## config.mk

```make
export PLATFORM = sky130hd
export DESIGN_NAME = bfc_host
export DESIGN_NICKNAME = d
export VERILOG_FILES = /design/src/logic/bfc_pkg.sv /design/src/logic/bfc_host.sv
export SDC_FILE = /design/constraint.sdc
export NUM_CORES = 1
export LEC_CHECK = 0
export BUFFER_PORTS_ARGS = -buffer_cell sky130_fd_sc_hd__buf_4
export CAP_MARGIN = 20
export CORE_MARGIN = 2
export CORE_UTILIZATION = 59
export CTS_CLUSTER_DIAMETER = 120
export DETAILED_ROUTE_END_ITERATION = 12
export GPL_TIMING_DRIVEN = 1
export PLACE_DENSITY = 0.81
export SLEW_MARGIN = 40
export SYNTH_ARGS = -nofsm -noshare
export SYNTH_HDL_FRONTEND = slang
export SYNTH_SLANG_ARGS = --single-unit
```

## constraint.sdc

```tcl
create_clock -name clock -period 5.2 [get_ports clock]
set_clock_uncertainty 0.05 [all_clocks]
set_input_delay 0.26 -clock clock [delete_from_list [all_inputs] [get_ports clock]]
set_output_delay 0.26 -clock clock [all_outputs]
set_load 0.05 [all_outputs]
```

## src/logic/bfc_pkg.sv

```systemverilog
// Purpose: constants and types for the flash host controller
// Assumes: 200 MHz system clock, flash pins driven synchronously
// Notes: command codes and status bit positions of the attached flash
package bfc_pkg;
   localparam logic [7:0] CMD_ERASE_SETUP = 8'h20;
   localparam logic [7:0] CMD_CONFIRM = 8'hD0;
   localparam logic [7:0] CMD_PROG_SETUP = 8'h40;
   localparam logic [7:0] CMD_READ_ARRAY = 8'hFF;
   localparam logic [7:0] CMD_READ_STATUS = 8'h70;
   localparam logic [7:0] CMD_IDENTIFY = 8'h90;
   localparam logic [7:0] CMD_CLEAR_STATUS = 8'h50;
   // status bits of the flash
   localparam int ST_READY = 7;
   localparam int ST_SUSP = 6;
   localparam int ST_ERASE_ERR = 5;
   localparam int ST_PROG_ERR = 4;
   localparam int ST_SUPPLY_ERR = 3;
   // software register map of the controller
   localparam logic [3:0] REG_CTRL = 4'h0;
   localparam logic [3:0] REG_ADDR = 4'h1;
   localparam logic [3:0] REG_WDATA = 4'h2;
   localparam logic [3:0] REG_STATUS = 4'h3;
   localparam logic [3:0] REG_RDATA = 4'h4;
   // ctrl op codes written to REG_CTRL[2:0]
   localparam logic [2:0] OP_READ = 3'h1;
   localparam logic [2:0] OP_PROG = 3'h2;
   localparam logic [2:0] OP_ERASE = 3'h3;
   localparam logic [2:0] OP_IDENT = 3'h4;
   localparam logic [2:0] OP_POWERDOWN = 3'h5;
   localparam logic [2:0] OP_WAKE = 3'h6;
   localparam int CTRL_BOOT_UNLOCK = 3;
   // timing: 90 ns access, 60 ns write pulse
   localparam int ACCESS_NS = 90;
   localparam int WPULSE_NS = 60;
   localparam int CLK_NS = 5;
   localparam logic [4:0] ACCESS_CYC = 5'((ACCESS_NS + CLK_NS - 1) / CLK_NS);
   localparam logic [4:0] WPULSE_CYC = 5'((WPULSE_NS + CLK_NS - 1) / CLK_NS);

   typedef enum logic [6:0] {
      S_IDLE = 7'b0000001,
      S_WR = 7'b0000010,
      S_WGAP = 7'b0000100,
      S_RD = 7'b0001000,
      S_POLL = 7'b0010000,
      S_PD = 7'b0100000,
      S_DONE = 7'b1000000
   } bfc_state_t;

   typedef struct packed {
      logic ce_n;
      logic oe_n;
      logic we_n;
      logic reset_powerdown_n;
      logic write_protect;
      logic [19:0] addr;
      logic [15:0] dq_out;
      logic dq_oe_n;
   } bfc_pins_t;
endpackage

```

## src/logic/bfc_host.sv

```systemverilog
// Purpose: host side controller driving a block erasable flash by pins
// Assumes: software port with one-cycle read latency; no wait states
// Notes: sequences commands, polls status, reports outcome in REG_STATUS
//
// The register addresses and the strobed register port were left to the implementer.
`timescale 1ns/1ps
`default_nettype none
// Function
// - erase: write 20h, then D0h
// - program: setup 40h, then address/data
// - write FFh after program or erase; the code sends it only before the next read op
// - only status reads while busy
// - power-down by driving reset low
// - hold unlock until boot operation done
module bfc_host #(
   parameter int ADDR_W = 20,
   parameter int DATA_W = 16
) (
   input wire logic clock,
   input wire logic rst,
   input wire logic [3:0] sw_addr,
   input wire logic [31:0] sw_wdata,
   input wire logic sw_write,
   input wire logic sw_read,
   output logic [31:0] sw_rdata,
   output logic flash_ce_n,
   output logic flash_oe_n,
   output logic flash_we_n,
   output logic flash_reset_powerdown_n,
   output logic flash_write_protect,
   output logic [ADDR_W-1:0] flash_addr,
   output logic [DATA_W-1:0] flash_dq_out,
   output logic flash_dq_oe_n,
   input wire logic [DATA_W-1:0] flash_dq_in
);

   typedef struct packed {
      bfc_pkg::bfc_state_t st;
      bfc_pkg::bfc_pins_t pins;
      logic [2:0] op;
      logic second;
      logic unlock;
      logic busy;
      logic [7:0] last_status;
      logic need_read_array;
      logic [ADDR_W-1:0] addr;
      logic [DATA_W-1:0] wdata;
      logic [DATA_W-1:0] rdata;
      logic [4:0] cnt;
      logic [31:0] sw_rdata;
   } bfc_host_t;

   bfc_host_t s_r;
   bfc_host_t s_nxt;

   ////////////////////////////////////////////////////////////////////////
   function automatic logic [DATA_W-1:0] cmd(input logic [7:0] c);
      cmd = DATA_W'(c);
   endfunction

   always_comb begin
      s_nxt = s_r;
      s_nxt.sw_rdata = 32'h0000_0000;
      // software register port
      if (sw_write) begin
         case (sw_addr)
            bfc_pkg::REG_ADDR: s_nxt.addr = sw_wdata[ADDR_W-1:0];
            bfc_pkg::REG_WDATA: s_nxt.wdata = sw_wdata[DATA_W-1:0];
            bfc_pkg::REG_CTRL: begin
               // orders only taken while idle or powered down
               // a pending op is never overwritten by a new order
               if (s_r.st == bfc_pkg::S_IDLE && !s_r.busy &&
                   s_r.op == 3'h0) begin
                  s_nxt.op = sw_wdata[2:0];
                  s_nxt.unlock = sw_wdata[bfc_pkg::CTRL_BOOT_UNLOCK];
               end else if (s_r.st == bfc_pkg::S_PD &&
                            sw_wdata[2:0] == bfc_pkg::OP_WAKE) begin
                  s_nxt.op = bfc_pkg::OP_WAKE;
               end
            end
            default: ;
         endcase
      end
      if (sw_read) begin
         case (sw_addr)
            bfc_pkg::REG_ADDR: s_nxt.sw_rdata = 32'(s_r.addr);
            bfc_pkg::REG_WDATA: s_nxt.sw_rdata = 32'(s_r.wdata);
            bfc_pkg::REG_STATUS: s_nxt.sw_rdata =
               {22'h00_0000, s_r.st == bfc_pkg::S_PD, s_r.busy,
                s_r.last_status};
            bfc_pkg::REG_RDATA: s_nxt.sw_rdata = 32'(s_r.rdata);
            default: s_nxt.sw_rdata = 32'h0000_0000;
         endcase
      end
      ////////////////////////////////////////////////////////////////////
      case (s_r.st)
         bfc_pkg::S_IDLE: begin
            s_nxt.pins.ce_n = 1'b1;
            s_nxt.pins.oe_n = 1'b1;
            s_nxt.pins.we_n = 1'b1;
            s_nxt.pins.dq_oe_n = 1'b1;
            s_nxt.second = 1'b0;
            s_nxt.cnt = '0;
            s_nxt.pins.write_protect = s_r.unlock && s_r.busy;
            case (s_r.op)
               bfc_pkg::OP_READ: begin
                  // leave status mode first
                  s_nxt.pins.dq_out = s_r.need_read_array ?
                     cmd(bfc_pkg::CMD_READ_ARRAY) : s_r.pins.dq_out;
                  s_nxt.st = s_r.need_read_array ?
                     bfc_pkg::S_WR : bfc_pkg::S_RD;
                  s_nxt.pins.addr = s_r.addr;
               end
               bfc_pkg::OP_PROG: begin
                  s_nxt.pins.dq_out = cmd(bfc_pkg::CMD_PROG_SETUP);
                  s_nxt.pins.addr = s_r.addr;
                  s_nxt.pins.write_protect = s_r.unlock;
                  s_nxt.busy = 1'b1;
                  s_nxt.st = bfc_pkg::S_WR;
               end
               bfc_pkg::OP_ERASE: begin
                  s_nxt.pins.dq_out = cmd(bfc_pkg::CMD_ERASE_SETUP);
                  s_nxt.pins.addr = s_r.addr;
                  s_nxt.pins.write_protect = s_r.unlock;
                  s_nxt.busy = 1'b1;
                  s_nxt.st = bfc_pkg::S_WR;
               end
               bfc_pkg::OP_IDENT: begin
                  s_nxt.pins.dq_out = cmd(bfc_pkg::CMD_IDENTIFY);
                  s_nxt.pins.addr = s_r.addr;
                  s_nxt.need_read_array = 1'b1;
                  s_nxt.st = bfc_pkg::S_WR;
               end
               bfc_pkg::OP_POWERDOWN: begin
                  s_nxt.pins.reset_powerdown_n = 1'b0;
                  s_nxt.need_read_array = 1'b0;
                  s_nxt.st = bfc_pkg::S_PD;
                  s_nxt.op = '0;
               end
               3'h0: ;
               default: s_nxt.op = '0;
            endcase
         end
         bfc_pkg::S_WR: begin
            // write cycle: data driven, we_n low for the pulse width
            s_nxt.pins.ce_n = 1'b0;
            s_nxt.pins.we_n = 1'b0;
            s_nxt.pins.dq_oe_n = 1'b0;
            s_nxt.cnt = s_r.cnt + 5'd1;
            if (s_r.cnt == bfc_pkg::WPULSE_CYC) begin
               s_nxt.pins.we_n = 1'b1;
               s_nxt.cnt = '0;
               s_nxt.st = bfc_pkg::S_WGAP;
            end
         end
         bfc_pkg::S_WGAP: begin
            // we_n rises with data still held, then release bus
            s_nxt.pins.ce_n = 1'b1;
            s_nxt.pins.dq_oe_n = 1'b1;
            s_nxt.st = bfc_pkg::S_IDLE;
            if ((s_r.op == bfc_pkg::OP_PROG || s_r.op == bfc_pkg::OP_ERASE)
                && !s_r.second) begin
               s_nxt.second = 1'b1;
               s_nxt.pins.dq_out = (s_r.op == bfc_pkg::OP_PROG) ?
                  s_r.wdata : cmd(bfc_pkg::CMD_CONFIRM);
               s_nxt.st = bfc_pkg::S_WR;
            end else if (s_r.op == bfc_pkg::OP_PROG ||
                         s_r.op == bfc_pkg::OP_ERASE) begin
               s_nxt.need_read_array = 1'b1;
               s_nxt.st = bfc_pkg::S_POLL;
            end else if (s_r.op == bfc_pkg::OP_READ) begin
               s_nxt.need_read_array = 1'b0;
               s_nxt.st = bfc_pkg::S_RD;
            end else if (s_r.op == bfc_pkg::OP_IDENT) begin
               // code read at once; array mode still owed
               s_nxt.st = bfc_pkg::S_RD;
            end else begin
               s_nxt.op = '0;
            end
         end
         bfc_pkg::S_RD, bfc_pkg::S_POLL: begin
            // fresh ce/oe fall each sample refreshes status
            s_nxt.pins.ce_n = 1'b0;
            s_nxt.pins.oe_n = 1'b0;
            s_nxt.pins.dq_oe_n = 1'b1;
            s_nxt.cnt = s_r.cnt + 5'd1;
            if (s_r.cnt == bfc_pkg::ACCESS_CYC) begin
               s_nxt.pins.ce_n = 1'b1;
               s_nxt.pins.oe_n = 1'b1;
               s_nxt.cnt = '0;
               if (s_r.st == bfc_pkg::S_RD) begin
                  s_nxt.rdata = flash_dq_in;
                  s_nxt.op = '0;
                  s_nxt.st = bfc_pkg::S_IDLE;
               end else begin
                  s_nxt.st = bfc_pkg::S_DONE;
                  s_nxt.last_status = flash_dq_in[7:0];
               end
            end
         end
         bfc_pkg::S_DONE: begin
            // keep polling while the ready bit is low
            if (s_r.last_status[bfc_pkg::ST_READY]) begin
               s_nxt.busy = 1'b0;
               s_nxt.op = '0;
               s_nxt.st = bfc_pkg::S_IDLE;
               s_nxt.pins.write_protect = 1'b0;
            end else begin
               s_nxt.st = bfc_pkg::S_POLL;
            end
         end
         bfc_pkg::S_PD: begin
            if (s_r.op == bfc_pkg::OP_WAKE) begin
               s_nxt.pins.reset_powerdown_n = 1'b1;
               s_nxt.last_status = 8'h00;
               s_nxt.op = '0;
               s_nxt.st = bfc_pkg::S_IDLE;
            end
         end
         default: s_nxt.st = bfc_pkg::S_IDLE;
      endcase
   end

   ////////////////////////////////////////////////////////////////////////
   always_ff @(posedge clock) begin
      if (rst) begin
         s_r <= '0;
         s_r.st <= bfc_pkg::S_IDLE;
         s_r.pins.ce_n <= 1'b1;
         s_r.pins.oe_n <= 1'b1;
         s_r.pins.we_n <= 1'b1;
         s_r.pins.dq_oe_n <= 1'b1;
         s_r.pins.reset_powerdown_n <= 1'b1;
      end else begin
         s_r <= s_nxt;
      end
   end

   assign sw_rdata = s_r.sw_rdata;
   assign flash_ce_n = s_r.pins.ce_n;
   assign flash_oe_n = s_r.pins.oe_n;
   assign flash_we_n = s_r.pins.we_n;
   assign flash_reset_powerdown_n = s_r.pins.reset_powerdown_n;
   assign flash_write_protect = s_r.pins.write_protect;
   assign flash_addr = s_r.pins.addr[ADDR_W-1:0];
   assign flash_dq_out = s_r.pins.dq_out[DATA_W-1:0];
   assign flash_dq_oe_n = s_r.pins.dq_oe_n;

endmodule
`default_nettype wire

```

# After elaboration in Yosys (flattened, before gate mapping)
# Cells that the tools add are included.
classes:
  n_addsub: 1
  n_eq_ne: 34
  muxes: 59
  n_bitwise: 1
  reduce_logical: 40
ops:
  columns: ["op", "n"]
  rows:
  - ["$pmux 36 s4", 1]
  - ["$pmux 20 s4", 1]
  - ["$mux 16", 3]
  - ["$mux 7", 6]
  - ["$pmux 7 s6", 1]
  - ["$mux 3", 13]
  - ["$pmux 16 s2", 1]
  - ["$mux 8", 3]
  - ["$pmux 7 s3", 1]
  - ["$pmux 1 s2", 9]
  - ["$pmux 8 s2", 1]
  - ["$reduce_and 4->1", 4]
  - ["$mux 5", 3]
  - ["$pmux 3 s5", 1]
  - ["$pmux 5 s3", 1]
  - ["$ne 2x2->1 const B", 7]
  - ["$reduce_bool 2->1", 7]
  - ["$eq 3x3->1 const B", 4]
  - ["$reduce_and 3->1", 4]
  - ["$mux 1", 10]
  - ["$reduce_and 2->1", 5]
  - ["$mux 9", 1]
  - ["$eq 4x2->1 const B", 2]
  - ["$mux 4", 2]
  - ["other kinds (32)", 44]
word_totals:
  regBits: 153
  output_inout_bits: 74
  word_cells: 155

# Longest topological paths before layout
# Gate-level depths: netlist of the first run.
depth:
  ltp_word: 11
  mapped_depth: 9

# Least setup slack after synthesis of the first run
# Ideal clock, no wire load.
synth_timing:
  kind: "flip-flop to flip-flop"
  start: "reg s_r[152] (netlist name)"
  end: "reg s_r, in the netlist flash_dq_out[5]"
  setup_time_ns: 0.131
  t_arrival_ns: 2.014
  setup_slack_ns: 3.005
  path_stages_with_launch: 8
  synth_period_minus_slack_ns: 2.195
  cell_sequence: "dfxtp_1 or4_1 buf_2 or3_4 buf_6 a22o_1 a221oi_2 nor3_1"
synth_between:
  elab_chain_len: 3
  word_cells_on_any_way: 8
  classes_between: "eq/ne: 5; mux: 1; reduce/logical: 2"
synth_rtl:
  columns: ["item", "line_no", "rtl"]
  rows:
  - ["start: declaration", "bfc_host.sv:53", "bfc_host_t s_r;"]
  - ["start signal: assignment", "bfc_host.sv:235", "s_r <= s_nxt;"]
  - ["$eq 7x1->1 or $eq 7x3->1 (tied branches)", "bfc_host.sv:96", "case (s_r.st)"]
  - ["$ne 5x1->1 (no source line), or another cell as far along", null, null]
  - ["$reduce_and 4->1 (no source line)", null, null]
# Several ways; a longest one is shown, not always the timed one.
# A chain may end at the register's enable or synchronous reset.

# Final worst setup path of the first run
layout_timing:
  start: "reg s_r[151] (netlist name)"
  end: "reg s_r[91] (netlist name)"
layout_between:
  elab_chain_len: 4
  word_cells_on_any_way: 10
  classes_between: "eq/ne: 6; mux: 1; reduce/logical: 3"
layout_rtl:
  columns: ["item", "line_no"]
  rows:
  - ["$eq 7x4->1 or $eq 7x5->1 (tied branches)", "bfc_host.sv:96, bfc_host.sv:191"]
  - ["$reduce_or 2->1", "bfc_host.sv:96"]
  - ["$ne 2x2->1 (no source line) or $reduce_bool 2->1 (tied branches)", null]
  - ["$reduce_and 4->1 (no source line)", null]
# Several ways; a longest one is shown, not always the timed one.

==> run_results.csv, run 1 <==
group,metric,value,unit
timing,period_needed,2.636,ns
pwr,p_comb_share,13.0,%
detailed_routing,antenna_left,0,
detailed_routing,avgRoutedWirePerCell,17.41,um
timing,fin_setup_tns,0,ns
pwr,pwr-share-clk,45.4,%
pwr,p_seq_share,41.6,%
cts,cts-root-buf,"clkbuf_8",
final_layout,multi_input_area,0.002874,mm^2
pwr,netSwitchingPower,715.6,uW
critical_path,worstPathCellList,"or3_1, nor4_4, nand3_1, nand2_1, nand3_1, a21oi_1",
logic_synthesis,yosys_warnings,0,
cts,cts_setup_buffers,0,
pwr,swShare,26.19,%
cts,insertion_delay,0.52,ns
floorplanning,rows,37,
global_routing,first_global_vias,5488,
global_routing,grtUsageTotal,29.43,%
timing,rsz0062_at_grt,"false",
critical_path,critPathKind,"reg -> reg",
timing,fin_crit_sh,50.70,%
logic_synthesis,synth.top_cell.area_share,44.44,%
final_layout,area_growth,20.90,%
critical_path,start_kind,"flip-flop",
floorplanning,dieArea,0.01161,mm^2
critical_path,crit_top_cell,"nand3_1",
global_routing,grt_max_degree,73,
global_routing,antenna_found_initial,0,
logic_synthesis,synth.cells.most_frequent,"nand2_1, dfxtp_1, a21oi_1, buf_4, nor2_1",
logic_synthesis,ys_seq_area_share,44.44,%
detailed_routing,vias,5790,
pwr,p_int,2.017,mW
timing,worst_slew_pin_slew,0.7977,ns
detailed_routing,vias_per_cell,5.914,
cts,clock_path_buffers,2,
timing,clock.fmax,379.3,MHz
logic_synthesis,avgSynthCellArea,8.250,um^2
floorplanning,ioPinCount,130,
logic_synthesis,yosysUniqueCellTypes,58,
critical_path,cp-end-kind,"flip-flop",
detailed_routing,wirelength,17040,um
logic_synthesis,async_flop_share,0,%
timing,hold_viol,0,
worst_hold_path,min_path_cells,2,
placed_design,gp_congestion,0.9136,
worst_hold_path,hp-class,"in -> reg",
critical_path,critPathSlowestCell,"or3_1",
critical_path,r2r_end,"s_r[91]",
critical_path,r2r_slack,2.56,ns
floorplanning,floorplan.initialDensity,61.26,%
logic_synthesis,synth_top_cell_by_area,"dfxtp_1",
timing,holdWs,0.1430,ns
global_routing,grt_pass1_wl,26690,um
critical_path,worstPathRequired,5.60,ns
cts,numCtsBuffers,17,
outcome,status,"finished clean",
detailed_routing,drtPass1Iterations,7,
global_routing,grt-ovfl-total,0,
critical_path,crit_arrival,3.03,ns
cts,htreeDepth,4,
pwr,ir_drop,0.4349,mV
final_layout,drive_above_1_share,18.62,%
logic_synthesis,synth_edf_count,0,
cts,cts_sinks,141,
worst_hold_path,min_to,"s_r[33]",
floorplanning,die_h,107.8,um
final_layout,fin_nets,889,
detailed_routing,drt_iter0_markers,496,
critical_path,path_max_fanout,17,
final_layout,ff_latch_area,0.002823,mm^2
timing,maxSlewViolCount,0,
detailed_routing,drc,0,
run,maxCapViolations,0,
logic_synthesis,netlist_top_cells_area,"dfxtp_1, nand2_1, buf_4, a21oi_1, mux2i_1",
placed_design,hpwl,11080,um
worst_hold_path,min_from,"rst",
pwr,p_per_area,355.7,mW/mm^2
cts,tritoncts,"built",
final_layout,diodes,0,
critical_path,r2r-start,"s_r[151]",
final_layout,fill_cells,757,
pwr,leakage,2.966,nW
cts,clk_pin_slew_worst_paths,0.06,ns
timing,setup_viol,0,
placed_design,numPortBuffers,105,
timing,relSlewSlack,46.74,%
logic_synthesis,syn_inst,770,
critical_path,r2r_cells,6,
logic_synthesis,yosysMostFrequentCell,"nand2_1",
floorplanning,core-area,0.01037,mm^2
logic_synthesis,yosys_most_used_dff,"dfxtp_1",
critical_path,max_stage_delay,0.53,ns
logic_synthesis,synth_area,0.006352,mm^2
floorplanning,die_x,107.8,um
logic_synthesis,synth_seq_cells,141,
[critical path, delay by kind of cell, from the launching register on]
kind | cells | cell delay, ns
DFF | 1 | 0.51
AOI/OAI and AO/OA | 1 | 0.17
and+or+nand+nor | 5 | 1.82
[cell usage in the layout (no fill, tap or decap), types with 7 or more instances in the layout]
| cell | instances |
|---|---|
| o21ai_0 | 19 |
| and3_1 | 7 |
| nand2b_1 | 14 |
| mux2i_1 | 20 |
| buf_4 | 111 |
| a222oi_1 | 16 |
| a21oi_1 | 91 |
| dlygate4sd3_1 | 36 |
| nand2_1 | 151 |
| dfxtp_1 | 141 |
| conb_1 | 12 |
| nor3_1 | 14 |
| clkbuf_16 | 16 |
| nor2_1 | 52 |
| nand3_1 | 36 |
[sequential cells by signal, summed over array words and instances (netlist names)]
register / count
s_r: 79
flash_ce_n: 1
flash_dq_out: 16
flash_oe_n: 1
flash_write_protect: 1
flash_addr: 20
sw_rdata: 20
flash_we_n: 1
flash_reset_powerdown_n: 1
flash_dq_oe_n: 1
[through the flow]
| stage | std cells | area [um^2] | power [mW] | setup WS [ns] | utilization [%] |
|---|---|---|---|---|---|
| after floorplan | 781 | 6394 | 1.394 | 3.005 | - |
| after global placement | 911 | 6698 | 1.468 | 2.192 | 64.59 |
| after detailed placement | 911 | 6698 | 1.480 | 2.079 | 64.59 |
| after CTS | 979 | 7662 | 2.723 | 2.055 | 73.89 |
| after global routing | 979 | 7680 | 2.818 | 2.405 | 74.06 |
| final | 979 | 7680 | 2.732 | 2.564 | 74.06 |
[power by group through the flow]
| stage | logic [mW] | registers, mW | clock network, mW |
|---|---|---|---|
| after floorplan | 0.256 | 1.14 | 0 |
| after global placement | 0.310 | 1.16 | 0 |
| after detailed placement | 0.320 | 1.16 | 0 |
| after CTS | 0.344 | 1.14 | 1.24 |
| after global routing | 0.384 | 1.14 | 1.29 |
| final | 0.354 | 1.14 | 1.24 |
[layer usage]
| layer | part of all wire, % | vias to the layer above | global-route usage (%) |
|---|---|---|---|
| met5 | 0 | - | 0 |
| met4 | 2.1 | 0 | 10.81 |
| met3 | 6.5 | 37 | 6.719 |
| met2 | 52 | 249 | 51.03 |
| met1 | 40 | 2791 | 35.54 |
| li1 | - | 2713 | - |
[cell families (layout without fill, tap and decap cells)]
group,after synthesis,in the layout,share of synthesized area [%]
other,1,12,0.05903
AOI/OAI and AO/OA,162,162,15.82
buffers and inverters,121,183,11.44
and+or+nand+nor,315,315,23.54
DFF,141,141,44.44
adders and majority gates,3,3,0.5910
muxes,20,20,3.151
xor gates and xnor gates,7,7,0.9652
[layout make-up]
cell class                 instances  share of cell area [%]
timing repair buffer             147                   15.54
inverter                           4                  0.1955
sequential                       141                   36.75
multi-input combinational        519                   37.42
clock inverter                    12                   2.199
clock buffer                      20                   5.670
tap                              136                   2.216
[worst max path at each step]
stage	startpoint	end	slack [ns]	depth (start not counted)
2_1_floorplan	s_r[152]	flash_dq_out[5]	3.01	7
3_3_place_gp	s_r[150]	flash_addr[16]	2.19	5
3_5_place_dp	s_r[150]	flash_addr[18]	2.08	5
4_1_cts	s_r[150]	flash_addr[9]	2.05	5
5_1_grt	s_r[150]	flash_dq_out[4]	2.41	5
6_report	s_r[151]	s_r[91]	2.56	6
[timing repair]
| item | in CTS | in global routing |
|---|---|---|
| gates resized for setup | 0 | 0 |
| hold endpoints to repair | 62 | 0 |
| hold buffers | 36 | 0 |
| endpoints found under the setup margin | 0 | 0 |
No activity file was read; power rests on OpenSTA's default activity.
==> inputs of run 2 (changes only) <==
Settings changed: CORE_UTILIZATION 59 to 50, PLACE_DENSITY 0.81 to 0.73.
Clock period 5.2 ns to 2.3 ns, I/O delays scaled along.
==> run_results.csv, run 2 (synthesis gave the netlist of run 1 again) <==
group,metric,value,unit
placed_design,gp_congestion,0.8921,
floorplanning,dieArea,0.01362,mm^2
pwr,ir_drop,0.4903,mV
final_layout,area_growth,26.47,%
detailed_routing,avgRoutedWirePerCell,16.70,um
worst_hold_path,hp-class,"in -> reg",
critical_path,crit_path_start,"s_r[150]",
timing,relSlewSlack,52.11,%
floorplanning,core-area,0.01252,mm^2
critical_path,r2r_slack,0.1,ns
critical_path,crit_end,"flash_dq_out[5]",
placed_design,hpwl,11780,um
cts,tritoncts,"built",
pwr,leakage,3.159,nW
final_layout,fin_nets,923,
floorplanning,die_x,116.7,um
cts,insertion_delay,0.43,ns
global_routing,first_global_vias,5513,
critical_path,start_kind,"flip-flop",
final_layout,largest_reg_flops,79,
cts,numCtsBuffers,17,
cts,cts_sinks,141,
timing,clock.fmax,453.7,MHz
global_routing,grt-ovfl-total,0,
outcome,status,"finished clean",
cts,cts-root-buf,"clkbuf_16",
pwr,p_per_area,812.3,mW/mm^2
global_routing,antenna_found_initial,0,
detailed_routing,antenna_left,0,
detailed_routing,vias,5775,
critical_path,worstPathRequired,2.60,ns
final_layout,diodes,0,
timing,worst_slew_pin_slew,0.7166,ns
final_layout,drive_above_1_share,22.01,%
global_routing,grt_pass1_wl,26650,um
critical_path,path_max_fanout,11,
cts,clock_path_buffers,2,
final_layout,top_register,"s_r",
final_layout,final_cell_mix,"nand2_1, buf_4, dfxtp_1",
pwr,fin_total_pwr,6.526,mW
timing,maxSlewViolCount,0,
detailed_routing,drt_iter0_markers,702,
critical_path,r2r_cells,6,
critical_path,crit_arrival,2.50,ns
timing,setup_viol,0,
floorplanning,rows,41,
final_layout,final_common_cell,"nand2_1",
critical_path,r2r_end,"flash_dq_out[5]",
timing,period_needed,2.204,ns
global_routing,grtUsageTotal,25.40,%
floorplanning,ioPinCount,130,
timing,hold_viol,0,
global_routing,grt_max_degree,84,
floorplanning,floorplan.initialDensity,50.75,%
critical_path,r2r-start,"s_r[150]",
critical_path,cp-end-kind,"flip-flop",
timing,rsz0062_at_grt,"true",
timing,fin_crit_sh,95.82,%
detailed_routing,vias_per_cell,5.505,
detailed_routing,drtPass1Iterations,6,
final_layout,final_core_util,64.18,%
placed_design,numPortBuffers,105,
run,maxCapViolations,0,
floorplanning,die_h,116.7,um
cts,clk_pin_slew_worst_paths,0.06,ns
cts,htreeDepth,4,
detailed_routing,wirelength,17520,um
detailed_routing,drc,0,
critical_path,critPathKind,"reg -> reg",
run 2: final cells by class:
cell class              instances  area (um^2)
fillers                      1088         4483
repair buffers                181         1461
clock buffers                  18        429.2
inverters                       4        15.01
multi-input cells             519         2874
flip-flops and latches        141         2824
clock inverters                14        215.2
well taps                     172        215.2
run 2: worst min path at each step:
stage                         start         endpoint  depth (start not counted)
floorplan                       rst    flash_dq_oe_n                          2
global placement    flash_dq_in[10]          s_r[47]                          3
detailed placement  flash_dq_in[12]          s_r[49]                          3
CTS                             rst  flash_dq_out[6]                          2
global route                    rst  flash_dq_out[6]                          2
finish                          rst  flash_dq_out[6]                          2
run 2: critical path: stages, from the launching register on:
cell and delay [ns]:
dfxtp_1 0.32, or4_4 0.60, or3_4 0.50, nor3_4 0.21
a22o_1 0.21, a221oi_2 0.07, nor3_1 0.16
run 2: stage by stage:
stage | setup WS [ns] | TNS, ns | hold slack [ns] | cell area (um^2) | instances
2_1_floorplan | 0.1051 | 0 | 0.1692 | 6394 | 781
3_3_place_gp | 0.09825 | 0 | 0.3011 | 6995 | 979
3_5_place_dp | 0.01055 | 0 | 0.3110 | 6995 | 979
4_1_cts | 0.003805 | 0 | 0.05708 | 8000 | 1047
5_1_grt | -0.02035 | -0.02651 | 0.08706 | 8034 | 1049
6_report | 0.09611 | 0 | 0.07978 | 8034 | 1049
run 2: timing repair:
item | in CTS | in global routing
hold buffers | 36 | 0
setup buffers | 0 | 2
endpoints found under the hold margin | 63 | 0
endpoints found under the setup margin | 0 | 39
resized for setup | 0 | 5
run 2: per-layer routing:
| layer | share of wire, % | GRT usage, % |
|---|---|---|
| met4 | 2.9 | 12.63 |
| met5 | 0 | 0 |
| met2 | 49 | 43.24 |
| met3 | 6.0 | 4.930 |
| met1 | 42 | 30.66 |
run 2: power by group:
| part | total, mW | internal, mW | switching (mW) |
|---|---|---|---|
| combinational | 0.997 | 0.413 | 0.584 |
| sequential | 2.52 | 2.48 | 0.0383 |
| clock | 3.01 | 1.93 | 1.08 |
